**src/hdl/usbfc_defines.svh**
```systemverilog
// Purpose: Offsets, field positions, reset values and timing counts
// Assumes: 40 MHz clock, byte addresses on the register port
// Notes: Included by the design files of the function controller except the synchroniser
`ifndef USBFC_DEFINES_SVH
`define USBFC_DEFINES_SVH

`define USBFC_ADDR_W          24
`define USBFC_DATA_W          16
// Common register offsets
`define USBFC_OFS_DEV_ADDR    24'h060000
`define USBFC_OFS_PWR_CTRL    24'h060004
`define USBFC_OFS_IN_IRQ      24'h060008
`define USBFC_OFS_OUT_IRQ     24'h060010
`define USBFC_OFS_BUS_IRQ     24'h060018
`define USBFC_OFS_IN_MASK     24'h06001C
`define USBFC_OFS_OUT_MASK    24'h060024
`define USBFC_OFS_BUS_MASK    24'h06002C
`define USBFC_OFS_FRAME_LO    24'h060030
`define USBFC_OFS_FRAME_HI    24'h060034
`define USBFC_OFS_EP_SEL      24'h060038
// Indexed register offsets
`define USBFC_OFS_IN_PACKET_LIMIT     24'h060040
`define USBFC_OFS_IN_STAT     24'h060044
`define USBFC_OFS_IN_CFG      24'h060048
`define USBFC_OFS_OUT_PACKET_LIMIT    24'h06004C
`define USBFC_OFS_OUT_STAT    24'h060050
`define USBFC_OFS_OUT_CFG     24'h060054
`define USBFC_OFS_CNT_LO      24'h060058
`define USBFC_OFS_CNT_HI      24'h06005C
// Packet FIFO ports, one word apart
`define USBFC_OFS_FIFO0       24'h060080
`define USBFC_OFS_FIFO2       24'h060088
// Field positions
`define USBFC_ADDR_PEND_BIT   7
`define USBFC_PWR_ISO_BIT     7
`define USBFC_PWR_RST_BIT     3
`define USBFC_PWR_WAKE_BIT    2
`define USBFC_PWR_SUSP_BIT    1
`define USBFC_PWR_PERMIT_BIT  0
`define USBFC_BUS_RST_BIT     2
`define USBFC_BUS_RESUME_BIT  1
`define USBFC_BUS_SUSP_BIT    0
// Reset values
`define USBFC_EP_MASK_RST     8'h07
`define USBFC_BUS_MASK_RST    3'h4
`define USBFC_MAX_PACKET_SIZE_RST        8'h00
// Timing
`define USBFC_CLK_PERIOD_NS   25
`define USBFC_SE0_DETECT_NS   2600
`define USBFC_SE0_DETECT_CYC  ((`USBFC_SE0_DETECT_NS + `USBFC_CLK_PERIOD_NS - 1) / `USBFC_CLK_PERIOD_NS)
`define USBFC_RST_PULSE_NS    250
`define USBFC_RST_PULSE_CYC   ((`USBFC_RST_PULSE_NS + `USBFC_CLK_PERIOD_NS - 1) / `USBFC_CLK_PERIOD_NS)
`define USBFC_IDLE_MS         3
`define USBFC_IDLE_CYC        (`USBFC_IDLE_MS * 1000000 / `USBFC_CLK_PERIOD_NS)

`endif

```
**src/hdl/usbfc_pkg.sv**
```systemverilog
// Purpose: Shared types of the function controller
// Assumes: Widths from usbfc_defines.svh
// Notes: Structs carry grouped signals between the core and its neighbours
`include "usbfc_defines.svh"

package usbfc_pkg;
	typedef enum logic [1:0]
	{
		USBFC_ACTIVE    = 2'b00,
		USBFC_SUSPENDED = 2'b01,
		USBFC_BUSRESET  = 2'b10
	} usbfc_link_t;

	typedef struct packed
	{
		logic                       wr;
		logic                       rd;
		logic [`USBFC_ADDR_W-1:0]   addr;
		logic [`USBFC_DATA_W-1:0]   wdata;
	} usbfc_regbus_t;

	typedef struct packed
	{
		logic        sof;
		logic        frameOk;
		logic [10:0] frame;
		logic        inToken;
	} usbfc_token_t;

	typedef struct packed
	{
		logic       wr;
		logic       rd;
		logic [1:0] ep;
		logic [7:0] data;
	} usbfc_fifo_req_t;
endpackage

```
**src/hdl/usbfc_sync.sv**
```systemverilog
// Purpose: Two-stage synchroniser for the bus line inputs
// Assumes: Inputs are asynchronous to clk
// Notes: First stage is read only by the second
`timescale 1ns/1ps
`default_nettype none

module usbfc_sync #(
	parameter int W = 2
) (
	input  wire logic         clk,   // System clock
	input  wire logic [W-1:0] async, // Raw inputs
	output logic      [W-1:0] sync   // Synchronised outputs
);
	logic [W-1:0] stage1;

	// Two flip-flops in series
	always_ff @(posedge clk)
	begin
		stage1 <= async;
		sync   <= stage1;
	end
endmodule

`default_nettype wire

```
**src/hdl/usbfc_line_monitor.sv**
```systemverilog
// Purpose: Watches the data lines for long SE0, idle and activity
// Assumes: Lines already synchronised to clk
// Notes: Idle tick repeats every IDLE_CYC cycles of an unchanged line
`timescale 1ns/1ps
`default_nettype none
`include "usbfc_defines.svh"

module usbfc_line_monitor #(
	parameter int IDLE_CYC = `USBFC_IDLE_CYC
) (
	input  wire logic clk,      // System clock
	input  wire logic rst,      // Synchronous reset
	input  wire logic dp,       // D+ level
	input  wire logic dm,       // D- level
	output logic      se0Long,  // SE0 held for detect time
	output logic      idleTick, // Pulse per idle period
	output logic      activity  // Pulse on any line change
);
	localparam int SE0_CYC = `USBFC_SE0_DETECT_CYC;
	localparam int CW = $clog2(IDLE_CYC + 1);

	logic [1:0]    lastLine;
	logic [7:0]    se0Cnt;
	logic [CW-1:0] idleCnt;
	logic          change;

	initial
	begin
		if (IDLE_CYC < 2) $error("IDLE_CYC too small");
	end

	assign change = {dp, dm} != lastLine;

	// Line history and change pulse
	always_ff @(posedge clk)
	begin
		if (rst)
		begin
			lastLine <= 2'h2;
			activity <= 1'b0;
		end
		else
		begin
			lastLine <= {dp, dm};
			activity <= change;
		end
	end

	// SE0 duration counter
	always_ff @(posedge clk)
	begin
		if (rst || dp || dm)
		begin
			se0Cnt  <= 8'h00;
			se0Long <= 1'b0;
		end
		else if (se0Cnt == 8'(SE0_CYC - 1))
			se0Long <= 1'b1;
		else
			se0Cnt <= se0Cnt + 8'h01;
	end

	// Inactivity counter, restarts after each tick
	always_ff @(posedge clk)
	begin
		if (rst || change)
		begin
			idleCnt  <= '0;
			idleTick <= 1'b0;
		end
		else if (idleCnt == CW'(IDLE_CYC - 1))
		begin
			idleCnt  <= '0;
			idleTick <= 1'b1;
		end
		else
		begin
			idleCnt  <= idleCnt + CW'(1);
			idleTick <= 1'b0;
		end
	end
endmodule

`default_nettype wire

```
**src/hdl/usbfc_common_regs.sv**
```systemverilog
// Purpose: Common registers and bus-state control of a full-speed function
// Assumes: Endpoint engine outside supplies events, tokens and FIFO data
// Notes: Per-endpoint CSR bits are plain storage here
// Notes on behaviour
// - Endpoint select register chooses which IN and OUT indexed registers show
// - Register defaults load on power-on reset, and on bus reset except status banks and bus mask; here bus reset clears bus mask bits 1:0
// - New address takes effect when control last-data flag falls
// - Software sets address pending; hardware clears it once address used
// - ISO with SOF wait holds packet until SOF; early IN gets empty packet
// - Reset seen after 2.6us SE0; core reset pulse low 250ns
// - While suspended and wakeup bit set, drive resume signaling
// - Suspended flag set on suspend; cleared by wakeup clear or resume read
// - Suspend is entered only when suspend permit is one
// - Writing one clears a status bit; zero leaves it
// - IN status bit per endpoint; OUT-only endpoint bits reserved
// - IN status survives bus reset; only power-on reset clears it
// - IN limit and IN status serve all endpoints; endpoint zero bidirectional
// - Without OUT endpoints OUT registers vanish, endpoint zero count stays
// - Per-endpoint limit, two CSRs, OUT counts; endpoint zero reduced
// - Bus event mask resets to 100b, only bus reset enabled
// - Bus status: bit2 reset, bit1 resume, bit0 suspend every 3ms idle
// - Masks gate only the interrupt pin; resume cannot be masked
//
// Our own choice: the address-and-strobe port.
`timescale 1ns/1ps
`default_nettype none
`include "usbfc_defines.svh"

module usbfc_common_regs #(
	parameter int       NUM_EP   = 8,               // Endpoints including zero
	parameter bit [7:0] IN_CAP   = 8'h07,           // Endpoints able to do IN
	parameter bit [7:0] OUT_ONLY = 8'h00,           // OUT-only endpoints
	parameter bit [7:0] EP_BIDIR = 8'h07,           // Direction-programmable endpoints
	parameter int       IDLE_CYC = `USBFC_IDLE_CYC  // Cycles of idle per suspend event
) (
	input  wire logic                        clk,          // System clock
	input  wire logic                        rst,          // Power-on reset
	input  wire usbfc_pkg::usbfc_regbus_t    bus,          // Register port request
	output logic     [`USBFC_DATA_W-1:0]     rdData,       // Read data, next cycle
	input  wire logic                        lineDp,       // D+ receiver, async
	input  wire logic                        lineDm,       // D- receiver, async
	output logic                             resumeDrive,  // Drive resume K state
	output logic                             coreResetN,   // core_reset_pulse_n
	output logic                             mcuIrqN,      // mcu_interrupt_n
	output logic     [6:0]                   activeAddr,   // Address in use
	input  wire logic                        ctrlLastData, // control_last_data
	input  wire usbfc_pkg::usbfc_token_t     token,        // Token events
	input  wire logic                        txLoaded,     // tx_packet_loaded
	input  wire logic                        isoEp,        // Selected IN endpoint is ISO
	output logic                             isoSendOk,    // Loaded packet may go
	output logic                             isoZeroLen,   // Answer IN with empty packet
	input  wire logic [7:0]                  inEvent,      // IN status set pulses
	input  wire logic [7:0]                  outEvent,     // OUT status set pulses
	output usbfc_pkg::usbfc_fifo_req_t       fifoReq,      // FIFO port strobes
	input  wire logic [7:0]                  fifoRdData,   // FIFO read byte
	output logic     [2:0]                   selEp         // Selected endpoint
);
	import usbfc_pkg::*;

	localparam bit HAS_OUT = (~IN_CAP & 8'hFE) != 8'h00 || OUT_ONLY != 8'h00;
	localparam bit [7:0] EP_MASK = 8'((1 << NUM_EP) - 1);
	localparam bit [7:0] IN_VALID = EP_MASK & ~OUT_ONLY;
	localparam bit [7:0] OUT_VALID = HAS_OUT ? (EP_MASK & ~EP_BIDIR & ~IN_CAP & 8'hFE) : 8'h00;
	localparam int RST_CYC = `USBFC_RST_PULSE_CYC;

	initial
	begin
		if (NUM_EP < 1 || NUM_EP > 8) $error("NUM_EP must be 1 to 8");
	end

	usbfc_link_t linkState;
	logic [1:0]  lineSync;
	logic        se0Long;
	logic        idleTick;
	logic        activity;
	logic        se0Prev;
	logic        busRstPulse;
	logic        anyRst;
	logic [7:0]  addrReg;
	logic        lastDataPrev;
	logic        isoWait;
	logic        wakeReq;
	logic        suspFlag;
	logic        suspPermit;
	logic [7:0]  inIrq;
	logic [7:0]  outIrq;
	logic [2:0]  busIrq;
	logic [7:0]  inMask;
	logic [7:0]  outMask;
	logic [2:0]  busMask;
	logic [10:0] frameNum;
	logic [7:0]  epSel;
	logic [3:0]  rstCnt;
	logic        sofSeen;
	logic        txPrev;
	logic [7:0]  inMaxp [NUM_EP];
	logic [11:0] inStat [NUM_EP];
	logic [3:0]  inCfg [NUM_EP];
	logic [7:0]  outMaxp [NUM_EP];
	logic [7:0]  outStat [NUM_EP];
	logic [1:0]  outCfg [NUM_EP];
	logic [5:0]  cntLo [NUM_EP];
	logic [11:0] cntHi [NUM_EP];
	logic        epOk;
	logic        outOk;
	logic [15:0] next_rdData;

	// Register hit for write or read
	function automatic logic hit(input logic [`USBFC_ADDR_W-1:0] a,
		input logic [`USBFC_ADDR_W-1:0] ofs);
		hit = a == ofs;
	endfunction

	function automatic logic wrHit(input logic [`USBFC_ADDR_W-1:0] ofs);
		wrHit = bus.wr && hit(bus.addr, ofs);
	endfunction

	// Line inputs and bus monitor
	usbfc_sync #(.W(2)) uSync
	(
		.clk   (clk),
		.async ({lineDp, lineDm}),
		.sync  (lineSync)
	);

	usbfc_line_monitor #(.IDLE_CYC(IDLE_CYC)) uMon
	(
		.clk      (clk),
		.rst      (rst),
		.dp       (lineSync[1]),
		.dm       (lineSync[0]),
		.se0Long  (se0Long),
		.idleTick (idleTick),
		.activity (activity)
	);

	assign busRstPulse = se0Long && !se0Prev;
	assign anyRst = rst || busRstPulse;
	assign selEp = epSel[2:0];
	assign epOk = epSel < 8'(NUM_EP);
	assign outOk = HAS_OUT && epOk && epSel != 8'h00;

	// Bus reset edge and core reset pulse
	always_ff @(posedge clk)
	begin
		if (rst)
		begin
			se0Prev <= 1'b0;
			rstCnt  <= 4'h0;
		end
		else
		begin
			se0Prev <= se0Long;
			if (busRstPulse)
				rstCnt <= 4'(RST_CYC);
			else if (rstCnt != 4'h0)
				rstCnt <= rstCnt - 4'h1;
		end
	end

	assign coreResetN = rstCnt == 4'h0;

	// Link state machine
	always_ff @(posedge clk)
	begin
		if (rst)
			linkState <= USBFC_ACTIVE;
		else
		begin
			case (linkState)
				USBFC_ACTIVE:
				begin
					if (se0Long)
						linkState <= USBFC_BUSRESET;
					else if (idleTick && suspPermit)
						linkState <= USBFC_SUSPENDED;
				end
				USBFC_SUSPENDED:
				begin
					if (activity || (wakeReq && resumeDrive))
						linkState <= USBFC_ACTIVE;
				end
				USBFC_BUSRESET:
				begin
					if (!se0Long)
						linkState <= USBFC_ACTIVE;
				end
				default: linkState <= USBFC_ACTIVE;
			endcase
		end
	end

	// Device address with deferred use
	always_ff @(posedge clk)
	begin
		if (anyRst)
		begin
			addrReg      <= 8'h00;
			activeAddr   <= 7'h00;
			lastDataPrev <= 1'b0;
		end
		else
		begin
			lastDataPrev <= ctrlLastData;
			if (wrHit(`USBFC_OFS_DEV_ADDR))
				addrReg <= bus.wdata[7:0];
			else if (lastDataPrev && !ctrlLastData && addrReg[`USBFC_ADDR_PEND_BIT])
				addrReg[`USBFC_ADDR_PEND_BIT] <= 1'b0;
			if (lastDataPrev && !ctrlLastData)
				activeAddr <= addrReg[6:0];
		end
	end

	// Suspend and resume control bits
	always_ff @(posedge clk)
	begin
		if (anyRst)
		begin
			isoWait    <= 1'b0;
			wakeReq    <= 1'b0;
			suspPermit <= 1'b0;
			suspFlag   <= 1'b0;
		end
		else
		begin
			if (wrHit(`USBFC_OFS_PWR_CTRL))
			begin
				isoWait    <= bus.wdata[`USBFC_PWR_ISO_BIT];
				wakeReq    <= bus.wdata[`USBFC_PWR_WAKE_BIT];
				suspPermit <= bus.wdata[`USBFC_PWR_PERMIT_BIT];
			end
			if (linkState == USBFC_ACTIVE && idleTick && suspPermit)
				suspFlag <= 1'b1;
			else if (wrHit(`USBFC_OFS_PWR_CTRL) && wakeReq && !bus.wdata[`USBFC_PWR_WAKE_BIT])
				suspFlag <= 1'b0;
			else if (bus.rd && hit(bus.addr, `USBFC_OFS_BUS_IRQ) && busIrq[`USBFC_BUS_RESUME_BIT])
				suspFlag <= 1'b0;
		end
	end

	// Resume signaling output
	always_ff @(posedge clk)
	begin
		if (anyRst)
			resumeDrive <= 1'b0;
		else
			resumeDrive <= suspFlag && wakeReq;
	end

	// Status banks, set wins over clear, kept across bus reset
	always_ff @(posedge clk)
	begin
		if (rst)
		begin
			inIrq  <= 8'h00;
			outIrq <= 8'h00;
			busIrq <= 3'h0;
		end
		else
		begin
			inIrq <= ((wrHit(`USBFC_OFS_IN_IRQ) ? inIrq & ~bus.wdata[7:0] : inIrq)
				| inEvent) & IN_VALID;
			outIrq <= ((wrHit(`USBFC_OFS_OUT_IRQ) ? outIrq & ~bus.wdata[7:0] : outIrq)
				| outEvent) & OUT_VALID;
			busIrq <= (wrHit(`USBFC_OFS_BUS_IRQ) ? busIrq & ~bus.wdata[2:0] : busIrq)
				| {busRstPulse, linkState == USBFC_SUSPENDED && activity, idleTick};
		end
	end

	// Interrupt masks
	always_ff @(posedge clk)
	begin
		if (rst)
			busMask <= `USBFC_BUS_MASK_RST;
		else if (wrHit(`USBFC_OFS_BUS_MASK))
			busMask <= bus.wdata[2:0];
		else if (busRstPulse)
			busMask[1:0] <= 2'h0;
		if (anyRst)
		begin
			inMask  <= `USBFC_EP_MASK_RST & IN_VALID;
			outMask <= `USBFC_EP_MASK_RST & OUT_VALID;
		end
		else
		begin
			if (wrHit(`USBFC_OFS_IN_MASK))
				inMask <= bus.wdata[7:0];
			if (wrHit(`USBFC_OFS_OUT_MASK) && HAS_OUT)
				outMask <= bus.wdata[7:0];
		end
	end

	// Interrupt pin, resume not maskable
	always_ff @(posedge clk)
	begin
		if (rst)
			mcuIrqN <= 1'b1;
		else
			mcuIrqN <= !(|(inIrq & inMask) || |(outIrq & outMask)
				|| |(busIrq & busMask & 3'h5) || busIrq[`USBFC_BUS_RESUME_BIT]);
	end

	// Frame number and endpoint select
	always_ff @(posedge clk)
	begin
		if (anyRst)
		begin
			frameNum <= 11'h000;
			epSel    <= 8'h00;
		end
		else
		begin
			if (token.sof && token.frameOk)
				frameNum <= token.frame;
			else if (wrHit(`USBFC_OFS_FRAME_LO))
				frameNum[7:0] <= bus.wdata[7:0];
			else if (wrHit(`USBFC_OFS_FRAME_HI))
				frameNum[10:8] <= bus.wdata[2:0];
			if (wrHit(`USBFC_OFS_EP_SEL))
				epSel <= bus.wdata[7:0];
		end
	end

	// ISO start-of-frame wait
	always_ff @(posedge clk)
	begin
		if (anyRst)
		begin
			sofSeen <= 1'b0;
			txPrev  <= 1'b0;
		end
		else
		begin
			txPrev <= txLoaded;
			if (txLoaded && !txPrev)
				sofSeen <= 1'b0;
			else if (token.sof)
				sofSeen <= 1'b1;
		end
	end

	assign isoSendOk = txLoaded && (!isoWait || !isoEp || sofSeen);
	assign isoZeroLen = token.inToken && isoWait && isoEp && txLoaded && !sofSeen;

	// Indexed endpoint storage
	always_ff @(posedge clk)
	begin
		if (anyRst)
		begin
			for (int i = 0; i < NUM_EP; i++)
			begin
				inMaxp[i]  <= `USBFC_MAX_PACKET_SIZE_RST;
				inStat[i]  <= 12'h000;
				inCfg[i]   <= 4'h0;
				outMaxp[i] <= `USBFC_MAX_PACKET_SIZE_RST;
				outStat[i] <= 8'h00;
				outCfg[i]  <= 2'h0;
				cntLo[i]   <= 6'h00;
				cntHi[i]   <= 12'h000;
			end
		end
		else if (epOk)
		begin
			if (wrHit(`USBFC_OFS_IN_PACKET_LIMIT))
				inMaxp[selEp] <= bus.wdata[7:0];
			if (wrHit(`USBFC_OFS_IN_STAT))
				inStat[selEp] <= bus.wdata[11:0];
			if (wrHit(`USBFC_OFS_IN_CFG) && selEp != 3'h0)
				inCfg[selEp] <= bus.wdata[3:0];
			if (outOk && wrHit(`USBFC_OFS_OUT_PACKET_LIMIT))
				outMaxp[selEp] <= bus.wdata[7:0];
			if (outOk && wrHit(`USBFC_OFS_OUT_STAT))
				outStat[selEp] <= bus.wdata[7:0];
			if (outOk && wrHit(`USBFC_OFS_OUT_CFG))
				outCfg[selEp] <= bus.wdata[1:0];
			if ((HAS_OUT || selEp == 3'h0) && wrHit(`USBFC_OFS_CNT_LO))
				cntLo[selEp] <= bus.wdata[5:0];
			if ((HAS_OUT || selEp == 3'h0) && wrHit(`USBFC_OFS_CNT_HI))
				cntHi[selEp] <= bus.wdata[11:0];
		end
	end

	// FIFO port strobes
	assign fifoReq.wr = bus.wr && bus.addr >= `USBFC_OFS_FIFO0 && bus.addr <= `USBFC_OFS_FIFO2
		&& bus.addr[1:0] == 2'h0;
	assign fifoReq.rd = bus.rd && bus.addr >= `USBFC_OFS_FIFO0 && bus.addr <= `USBFC_OFS_FIFO2
		&& bus.addr[1:0] == 2'h0;
	assign fifoReq.ep = bus.addr[3:2];
	assign fifoReq.data = bus.wdata[7:0];

	// Read decode, unmapped reads zero
	always_comb
	begin
		next_rdData = 16'h0000;
		case (bus.addr)
			`USBFC_OFS_DEV_ADDR: next_rdData = {8'h00, addrReg};
			`USBFC_OFS_PWR_CTRL: next_rdData = {8'h00, isoWait, 3'h0, se0Long, wakeReq,
				suspFlag, suspPermit};
			`USBFC_OFS_IN_IRQ:   next_rdData = {8'h00, inIrq};
			`USBFC_OFS_OUT_IRQ:  next_rdData = {8'h00, outIrq};
			`USBFC_OFS_BUS_IRQ:  next_rdData = {13'h0000, busIrq};
			`USBFC_OFS_IN_MASK:  next_rdData = {8'h00, inMask};
			`USBFC_OFS_OUT_MASK: next_rdData = {8'h00, outMask};
			`USBFC_OFS_BUS_MASK: next_rdData = {13'h0000, busMask};
			`USBFC_OFS_FRAME_LO: next_rdData = {8'h00, frameNum[7:0]};
			`USBFC_OFS_FRAME_HI: next_rdData = {13'h0000, frameNum[10:8]};
			`USBFC_OFS_EP_SEL:   next_rdData = {8'h00, epSel};
			`USBFC_OFS_IN_PACKET_LIMIT:  next_rdData = epOk ? {8'h00, inMaxp[selEp]} : 16'h0000;
			`USBFC_OFS_IN_STAT:  next_rdData = epOk ? {4'h0, inStat[selEp]} : 16'h0000;
			`USBFC_OFS_IN_CFG:   next_rdData = epOk ? {12'h000, inCfg[selEp]} : 16'h0000;
			`USBFC_OFS_OUT_PACKET_LIMIT: next_rdData = outOk ? {8'h00, outMaxp[selEp]} : 16'h0000;
			`USBFC_OFS_OUT_STAT: next_rdData = outOk ? {8'h00, outStat[selEp]} : 16'h0000;
			`USBFC_OFS_OUT_CFG:  next_rdData = outOk ? {14'h0000, outCfg[selEp]} : 16'h0000;
			`USBFC_OFS_CNT_LO:   next_rdData = epOk ? {10'h000, cntLo[selEp]} : 16'h0000;
			`USBFC_OFS_CNT_HI:   next_rdData = epOk ? {4'h0, cntHi[selEp]} : 16'h0000;
			default:             next_rdData = fifoReq.rd ? {8'h00, fifoRdData} : 16'h0000;
		endcase
	end

	// Read data register
	always_ff @(posedge clk)
	begin
		if (rst || !bus.rd)
			rdData <= 16'h0000;
		else
			rdData <= next_rdData;
	end
endmodule

`default_nettype wire

```
**config.mk**
```make
export PLATFORM = sky130hd
export DESIGN_NAME = usbfc_common_regs
export DESIGN_NICKNAME = d
export VERILOG_FILES = /design/src/hdl/usbfc_pkg.sv /design/src/hdl/usbfc_sync.sv /design/src/hdl/usbfc_line_monitor.sv /design/src/hdl/usbfc_common_regs.sv
export VERILOG_INCLUDE_DIRS = /design/src /design/src/hdl
export SDC_FILE = /design/constraint.sdc
export NUM_CORES = 1
export LEC_CHECK = 0
export BUFFER_PORTS_ARGS = -buffer_cell sky130_fd_sc_hd__clkbuf_2
export CAP_MARGIN = 5
export CORE_UTILIZATION = 35
export CTS_BUF_LIST = sky130_fd_sc_hd__clkbuf_8
export CTS_CLUSTER_SIZE = 40
export DETAILED_ROUTE_END_ITERATION = 16
export PLACE_DENSITY = 0.51
export SYNTH_ARGS = -nofsm -noshare
export SYNTH_HDL_FRONTEND = slang
export SYNTH_SLANG_ARGS = --single-unit
```
**constraint.sdc**
```tcl
create_clock -name clk -period 4 [get_ports clk]
set_clock_uncertainty 0.1 [all_clocks]
set_input_delay 0.8 -clock clk [delete_from_list [all_inputs] [get_ports clk]]
set_output_delay 0.8 -clock clk [all_outputs]
set_load 0.01 [all_outputs]
```
* After elaboration in Yosys (flattened, before gate mapping)
Memory sizes are Yosys's and may differ from the RTL's. A register that Yosys moved wholly into a read port is not among the register bits.
Index checks and enable logic that the tools add are counted.
** Operators by class
- $add $sub $neg :: 3
- Multipliers :: 0
- Divide/modulo/power cells :: 0
- Order comparisons :: 3
- Equal/unequal tests :: 28
- Shifts and indexed selects :: 0
- Mux-type cells :: 106
- Bitwise operators :: 11
- Reductions and logical operators :: 98
** Operators with widths (count)
- equality test 24 x 19 -> 1 bit, second input constant :: 19
- one-hot mux 12 bit (19 select lines) :: 1
- 2-to-1 mux 3 bit :: 27
- 2-to-1 mux 8 bit :: 10
- logical AND 1 bit :: 50
- 2-to-1 mux 1 bit :: 48
- 2-to-1 mux 12 bit :: 4
- OR reduction 8 bit :: 5
- bitwise AND 8 bit :: 4
- >= comparator 24 x 19 -> 1 bit, second input constant :: 1
- less-or-equal comparator 24 x 19 -> 1 bit, second input constant :: 1
- OR reduction 12 bit :: 2
- adder 17 x 1 -> 17 bit, second input constant :: 1
- equality test 17 bit, second input constant :: 1
- 2-to-1 mux 2 bit :: 8
- 2-to-1 mux 4 bit :: 4
- OR 8 bit :: 2
- 2-to-1 mux 6 bit :: 2
- logical OR 1 bit :: 11
- 2-to-1 mux 11 bit :: 1
- nonzero test 2 bit :: 5
- OR reduction 2 bit :: 5
- zero test 1 bit :: 9
- adder 8 x 1 -> 8 bit, second input constant :: 1
- other kinds (22) :: 27
** Storage, ports and cells
- Flip-flop bits (word level) :: 138
- Latch bits :: 0
- RAM bits :: 480
- Bits in read-only memories :: 0
- Input port bits :: 87
- Output and inout bits :: 43
- Word-level logic and storage cells :: 293
- Memories :: 8
** Memory list
- cntHi :: depth 8, width 12, read ports 1, clocked after memory_dff 1, wr ports 8, line usbfc_common_regs.sv:103 : logic [11:0] cntHi [NUM_EP];
- inStat :: depth 8, width 12, read ports 1, clocked after memory_dff 1, wr ports 8, line usbfc_common_regs.sv:97 : logic [11:0] inStat [NUM_EP];
- inMaxp :: depth 8, width 8, read ports 1, clocked after memory_dff 1, wr ports 8, line usbfc_common_regs.sv:96 : logic [7:0] inMaxp [NUM_EP];
- outMaxp :: depth 8, width 8, read ports 1, clocked after memory_dff 1, wr ports 8, line usbfc_common_regs.sv:99 : logic [7:0] outMaxp [NUM_EP];
- outStat :: depth 8, width 8, read ports 1, clocked after memory_dff 1, wr ports 8, line usbfc_common_regs.sv:100 : logic [7:0] outStat [NUM_EP];
- cntLo :: depth 8, width 6, read ports 1, clocked after memory_dff 1, wr ports 8, line usbfc_common_regs.sv:102 : logic [5:0] cntLo [NUM_EP];
- 2 more memories

* Logic depth before layout (Yosys ltp)
Gate-level depths: netlist (run 1).
- Depth in word-level cells :: 9
- Mapped depth :: 11
- Depth with buffers taken out :: 7

* By module
Synthesis (run 1) repeated with hierarchy kept, for this count alone.
** Unflattened totals
- Cell total of the unflattened synthesis :: 2172
- Area total of the unflattened synthesis :: 28404.7 um2
** By module, submodules not included
- usbfc_common_regs :: instances 1, cells each 2024, area each 27022.2 um2, sequential area each 16415.7 um2
- usbfc_line_monitor :: instances 1, cells each 144, area each 1302.5 um2, sequential area each 600.6 um2
- usbfc_sync :: instances 1, cells each 4, area each 80.1 um2, sequential area each 80.1 um2

* Least setup slack after synthesis (run 1)
OpenSTA, ideal clock, no wires.
- Path kind :: input to register
- Start point :: input bus[29] (netlist bit)
- End point :: memory cntHi[1][0], enable pin
- Setup time :: 0.398 ns
- Arrival :: 3.357 ns
- Required time :: 3.502 ns
- Path slack :: 0.146 ns
- Stages :: 9
- Buffers on the path :: 3
- Path through :: or4_4 > nor3_4 > and2_1 > buf_4 > and3_1 > buf_4 > nand3_4 > buf_6 > o21ai_0
** RTL lines
- from (decl) :: line usbfc_common_regs.sv:38 : input wire usbfc_pkg::usbfc_regbus_t bus,
- to (decl) :: line usbfc_common_regs.sv:103

==> summary.txt, run 1 <==
Outcome
  – Status: finished, final reports clean

Synthesis
  – Cell variety after synth: 79
  – Synth area leader: edfxtp_1
  – Most instantiated library cell after synthesis: edfxtp_1
  – Syn Inst Count: 2184
  – Mean cell area of the mapped netlist: 13.0 µm²
  – Syn. warnings: 0
  – Sequential area share after synthesis: 60.2%
  – Asr flop ratio synth: 0%
  – Largest cells by area after synthesis: edfxtp_1 51%, mux4_2 9.5%, dfxtp_1 9.4%
  – Post-synth EDFFs: 480
  – Synth top area share: ~51%
  – Main synth FF type: edfxtp_1
  – Synth Register Bits: 614
  – Synth top cells by count: 480 x edfxtp_1, 346 x and2_1, 164 x nor2_1, 134 x dfxtp_1, 120 x mux4_2
  – Synthesized area: 28400 µm²

Setup path
  – Crit-path leading delay family: simple AND/OR/NAND/NOR gates
  – Critical-path cell list: clkbuf_2 > or4_4 > nor3_4 > nand2_4 > a2111oi_2 > and2_1 > clkbuf_2
  – CP max-delay cell: or4_4
  – CP required: 3.10 ns
  – Critical Path AT: 2.77 ns
  – Worst Setup Start Kind: input port
  – Critical setup path kind: input port to primary output
  – CP peak stage delay: 0.54 ns
  – Most frequent CP cell: clkbuf_2
  – CP max FO: 12
  – Buf+Inv Stages, Crit Path: 2
  – Worst setup EP type: primary output

CTS
  – Postcts setup bufs: 0
  – Clock Root Buffer: clkbuf_8
  – Post_cts resized: 0
  – TritonCTS Buffers: 103
  – Clock-pin slew on the worst setup and hold paths: 0.05 ns
  – Hold buffers post-CTS: 0
  – Clock latency on the worst-skew pair: 0.72 ns
  – CTS H-Tree Depth: 3
  – CTS Buffer Depth: 3
  – Number of clock sinks: approximately 600
  – CTS tree: yes

Worst hold path
  – Hold Path Class: input port to flop

Finish
  – NumNets Final: 2471
  – Synthesis-to-finish area growth: 14.8%
  – Area occupied by multi-input gates: 10400 µm²
  – Register area: 17100 µm²
  – Number of fill cells: 7572
  – Fin util: 40.6%
  – Layout cells sized above 1: about a quarter

Route
  – Initial DRT Pass Iterations: 6
  – DR DRC count: 0
  – Drt total wl: 80.5 mm
  – Post-DRT Antenna Nets: 0
  – WL/cell: around 23 µm
  – Initial DRC Count: ~1500
  – Via Count: between 15000 and 20000
  – Vias/cell: 5.21

Global routing
  – Overflow after GRT: 0
  – First-pass GRT wire length: 119 mm
  – Number of global-route vias before repair: 18720
  – Initial antenna violation count: 3
  – GRT Util Overall: 19.7%
  – Largest net degree at the start of global routing: 64

Power
  – Clock power share: 41.0%
  – Sw Ratio: 23.3%
  – Power density cells: 400 nW/µm²
  – Leakage: about 12 nW
  – Max VDD drop: 0.000216 V
  – Sequential power share: between 50% and 60%
  – Internal power: 10.0 mW
  – Switch Pwr: 3.03 mW
  – Gate power share: 4.4%

Timing
  – Slew margin rel.: 34.3%
  – RSZ-0062 raised after global routing: false
  – Final hold viol count: 0
  – Worst hold slack: 0.0944 ns
  – Setup violators final: 0
  – Max Fclk: 0.272 GHz
  – Slew Viols, Final: 0
  – TNS Setup: 0 ns
  – Worst slew pin tran: just under 1 ns
  – Tmin final: 3.67 ns
  – Period utilization: 91.8%

Floorplan
  – Die Wd: 287 µm
  – Core box area: 80400 µm²
  – Initial Util: 35.3%
  – Ports: 130
  – Rows: between 100 and 150
  – Die Ht: 287 µm
  – Die ar.: 82300 µm²

Placement
  – Placer Congestion: 0.857
  – PortBufs: between 100 and 150
  – HPWL Detailed: 53.9 mm

Run
  – Max Cap Violations: 0
-- routing by layer --
| metal | vias to the layer above | global-route usage [%] | wire length [µm] |
|---|---|---|---|
| met3 | 126 | 4.02 | 5760 |
| met2 | 653 | 32.5 | 38700 |
| met4 | 0 | 7.82 | 2500 |
| met5 | - | 0 | 0 |
| li1 | 8429 | - | - |
| met1 | 9184 | 25.3 | 33600 |
-- area by class of cell --
type	instances	share of cell area [%]
multi-input cells	1378	31.8
flip-flops and latches	614	52.4
repair buffers	274	5.59
well taps	1060	4.06
diodes	4	0.0307
inverters	11	0.127
clock inverters	71	1.02
clock buffers	118	4.98
-- state kept, by name, indices dropped and copies added (netlist names), 12 cells and up, named ones only --
| name | cells |
|---|---|
| rdData | 12 |
| inCfg | 32 |
| outCfg | 16 |
| outMaxp | 64 |
| outStat | 64 |
| inStat | 96 |
| inMaxp | 64 |
| cntHi | 96 |
| uMon.idleCnt | 17 |
| cntLo | 48 |
-- worst register-to-register path, delay by kind of cell, from the launching register on --
family	cells	cell delay [ns]
AO/OA/AOI/OAI	2	0.48
buffers and inverters	1	0.30
flip-flops	1	0.50
multiplexers	2	0.96
AND/OR/NAND/NOR	2	0.74
-- cells by family (layout without fill, tap and decap cells) --
family	after synthesis	count (layout)	share of synthesized area (%)
simple gates	916	916	18.4
xor+xnor	24	24	0.740
fa+ha+maj	2	2	0.0881
mux	188	188	11.9
other cells	1	30	0.0132
flops	614	614	60.2
compound gates	222	222	4.92
buf+inv	217	474	3.75
-- stage by stage --
stage	power, mW	worst slack [ns]	area [µm²]	cells
floorplan	7.53	0.146	28500	2209
finish	13.0	0.329	32600	3530
detailed placement	7.84	0.289	30700	3337
CTS	13.2	0.292	32600	3526
global route	13.5	0.188	32600	3528
global placement	7.82	0.295	30700	3337
-- worst paths after layout --
check | from | endpoint | slack, ns | depth (start not counted)
worst max-delay path | bus[29] | fifoReq[10] | 0.33 | 7
worst min-delay path | lineDp | uSync.stage1[1]$_DFF_P_ | 0.09 | 1
worst max register to register | flop | rdData[1]$_SDFF_PP0_ | 0.79 | 7
worst min register to register | uSync.stage1[0]$_DFF_P_ | uSync.sync[0]$_DFF_P_ | 0.23 | 0
-- power groups by stage --
stage	logic (mW)	registers, mW	clock network, mW
after global routing	0.618	7.14	5.74
after detailed placement	0.579	7.26	0
after floorplan	0.308	7.22	0
after CTS	0.582	7.12	5.47
final	0.573	7.12	5.34
after global placement	0.571	7.25	0
-- placed cells by master (no fill, tap or decap), types with 5 or more instances in the layout --
| cell | n |
|---|---|
| a211oi_1 | 5 |
| a21oi_1 | 66 |
| a221oi_1 | 11 |
| a22o_1 | 11 |
| a22oi_1 | 19 |
| a311oi_1 | 9 |
| and2_1 | 346 |
| and3_1 | 65 |
| buf_12 | 5 |
| buf_4 | 151 |
| clkbuf_2 | 118 |
| clkbuf_8 | 118 |
| clkinv_1 | 14 |
| clkinv_2 | 19 |
| conb_1 | 26 |
| dfxtp_1 | 131 |
| edfxtp_1 | 480 |
| inv_1 | 44 |
| mux2_2 | 8 |
| mux2i_1 | 60 |
| mux4_2 | 120 |
| nand2_1 | 116 |
| nand2b_1 | 7 |
| nand3_1 | 61 |
| nand4_1 | 17 |
| nor2_1 | 163 |
| nor2_2 | 14 |
| nor2_4 | 6 |
| nor3_1 | 36 |
| nor3_2 | 18 |
| nor4b_1 | 5 |
| o21ai_0 | 38 |
| o21ai_1 | 23 |
| o22ai_1 | 17 |
| or3_1 | 5 |
| xnor2_1 | 6 |
| xor2_1 | 18 |
No activity file was read; power rests on OpenSTA's default activity.
==> run 2: changes to the inputs <==
SYNTH_HIERARCHICAL = 1   (was unset)
==> summary.txt, run 2 <==
Outcome
  – Status: finished, final reports clean

Synthesis
  – Post-synth EDFFs: 480
  – Synth top cells by count: 480 x edfxtp_1, 422 x and2_1, 172 x nor2_1, 134 x dfxtp_1, 118 x mux4_2
  – Most instantiated library cell after synthesis: edfxtp_1
  – Synth top area share: between 50% and 60%
  – Asr flop ratio synth: 0%
  – Syn. warnings: 6
  – Largest cells by area after synthesis: edfxtp_1 51%, dfxtp_1 9.4%, mux4_2 9.4%
  – Synth Area in Adders: 0.0881%
  – Main synth FF type: edfxtp_1
  – Largest family of logic cells by synthesized area: simple AND/OR/NAND/NOR gates
  – Synth area leader: edfxtp_1
  – Syn Inst Count: around 2200
  – Cell variety after synth: 83
  – XOR/XNOR Fraction of Synth Area: 0.617%
  – Sequential area share after synthesis: between 60% and 70%
  – Synthesized area: about 28000 µm²
  – Multiplexer share of the synthesized area: about 13%
  – Complex-gate fraction of the synthesized area: 5.04%
  – Synth Register Bits: between 600 and 700
  – Post-Synth Simple-Gate Area: ~18%
  – Mean cell area of the mapped netlist: 13.1 µm²

Setup path
  – Worst Setup Start Kind: input port
  – Critical-path cell list: clkbuf_2 > nor4b_2 > nand4_2 > buf_4 > nor3_1 > clkbuf_2
  – Critical setup path kind: input port to primary output
  – CP required: 3.10 ns
  – Buf+Inv Stages, Crit Path: 3
  – R2R Setup Slk: 0.57 ns
  – Reg2reg path depth: 8
  – RR Endpoint: rdData[6]$_SDFF_PP0_
  – Most frequent CP cell: clkbuf_2
  – CP max-delay cell: nand4_2
  – CP Launch Point: bus[32]
  – CP max FO: 19
  – CP peak stage delay: roughly 0.48 ns
  – Worst setup EP type: primary output
  – Crit-path leading delay family: simple AND/OR/NAND/NOR gates
  – Critical Path AT: 2.56 ns

Finish
  – Most frequent cells in the layout: 480 x edfxtp_1, 422 x and2_1, 172 x nor2_1, 146 x buf_4, 131 x dfxtp_1
  – Synthesis-to-finish area growth: 15.3%
  – Largest registers: cntHi: 96 flops, inStat: 96 flops
  – Number of fill cells: about 7600
  – Layout cells sized above 1: 24.6%
  – Post-route cell area: roughly 33000 µm²
  – NumNets Final: 2463
  – Most common cell after layout, fill and taps aside: edfxtp_1
  – Fin util: about two fifths

Worst hold path
  – Hold Path Depth: 1
  – Hold path start: lineDm
  – Hold Path Class: input port to flop
  – Hold EP: uSync/stage1[0]$_DFF_P_

Timing
  – Final hold viol count: 0
  – Worst hold slack: a little over 0.08 ns
  – RSZ-0062 raised after global routing: false
  – Max Fclk: slightly below 0.3 GHz
  – Slew Viols, Final: 0
  – Period utilization: roughly 87%
  – Slew margin rel.: 30.3%
  – TNS Setup: 0 ns
  – Worst slew pin tran: 1.03 ns
  – Setup violators final: 0
  – Tmin final: 3.46 ns

Route
  – Via Count: 18426
  – Initial DRT Pass Iterations: 6
  – Initial DRC Count: 1683
  – Post-DRT Antenna Nets: 0
  – Drt total wl: 83.1 mm
  – WL/cell: 23.6 µm
  – Vias/cell: 5.23
  – DR DRC count: 0

Power
  – Leakage: between 10 and 15 nW
  – Max VDD drop: about 0.00025 V
  – Power density cells: 402 nW/µm²

Floorplan
  – Initial Util: 35.3%
  – Rows: 104
  – Core box area: a little over 80000 µm²
  – Ports: 130
  – Die ar.: 82300 µm²
  – Die Wd: 287 µm
  – Die Ht: 287 µm

Global routing
  – Largest net degree at the start of global routing: 70
  – Initial antenna violation count: 2
  – Number of global-route vias before repair: between 15000 and 20000
  – Overflow after GRT: 0
  – First-pass GRT wire length: 122 mm
  – GRT Util Overall: 20.1%

Placement
  – Area after DPL: 30700 µm²
  – HPWL Detailed: 55.3 mm
  – Placer Congestion: 0.922
  – PortBufs: between 100 and 150

CTS
  – TritonCTS Buffers: about 110
  – Clock latency on the worst-skew pair: 0.72 ns
  – CTS tree: yes
  – Number of clock sinks: 614
  – CTS Buffer Depth: 3
  – Hold buffers post-CTS: 0
  – Post_cts resized: 0
  – Clock Root Buffer: clkbuf_8
  – Clock-pin slew on the worst setup and hold paths: about 0.06 ns
  – Postcts setup bufs: 0
  – CTS H-Tree Depth: 3

Run
  – Max Cap Violations: 0
==> run 2: cell types whose count changed in the layout (fill, tap and decap cells not counted), sizes merged, moves of 6 or more <==
cell   change
a21oi     -14
and2      +75
and3      -59
inv       +10
mux2      +18
mux2i      +7
nand2     -21
nand3     -16
nor3      -29
nor4      +16
o21ai     +12
o22ai     -12
xnor2      +6
xor2      -10
==> run 2: logic make-up after synthesis <==
kind of cell,after synthesis
fa+ha+maj,2
mux,211
flops,614
buf+inv,211
compound gates,219
other cells,1
xor+xnor,20
simple gates,894
==> run 2: final cells by class <==
| type | instances | area, µm² | area share [%] |
|---|---|---|---|
| timing repair buffer | 269 | 1790 | 5.46 |
| inverter | 12 | 45.0 | 0.138 |
| tap | 1060 | 1330 | 4.05 |
| antenna | 3 | 7.51 | 0.0229 |
| clock buffer | 116 | 1600 | 4.88 |
| clock inverter | 77 | 405 | 1.24 |
| sequential | 614 | 17100 | 52.3 |
| multi-input combinational | 1372 | 10500 | 32.0 |
==> run 2: how the worst max path moves through the flow <==
| stage | cells past startpoint | slack (ns) | end |
|---|---|---|---|
| final | 6 | 0.54 | fifoReq[10] |
| after global routing | 8 | 0.42 | rdData[6]$_SDFF_PP0_ |
| after CTS | 8 | 0.49 | rdData[6]$_SDFF_PP0_ |
| after detailed placement | 8 | 0.39 | rdData[1]$_SDFF_PP0_ |
| after global placement | 8 | 0.43 | inMaxp[7][2]$_SDFFCE_PN0P_ |
| after floorplan | 6 | 0.37 | inStat[1][0]$_SDFFCE_PN0P_ |
==> run 2: per-layer routing <==
metal / wire (µm) / track usage, % / vias up
met3: 4570 / 3.40 / 145
met4: 2230 / 6.18 / 0
met1: 36700 / 27.7 / 9345
li1: - / - / 8365
met2: 39600 / 32.4 / 571
met5: 0 / 0 / -
==> run 2: power breakdown <==
group          switching (mW)  total, mW  internal, mW
combinational           0.398      0.597         0.198
sequential             0.0689       7.12          7.05
clock                    2.65       5.45          2.80
total                    3.11       13.2          10.1
==> run 2: per-stage QoR <==
stage,power (mW),std cells,worst slack (ns)
6_report,13.2,3523,0.538
5_1_grt,13.6,3521,0.423
4_1_cts,13.3,3520,0.486
3_5_place_dp,7.86,3327,0.392
3_3_place_gp,7.84,3327,0.425
2_1_floorplan,7.54,2197,0.368
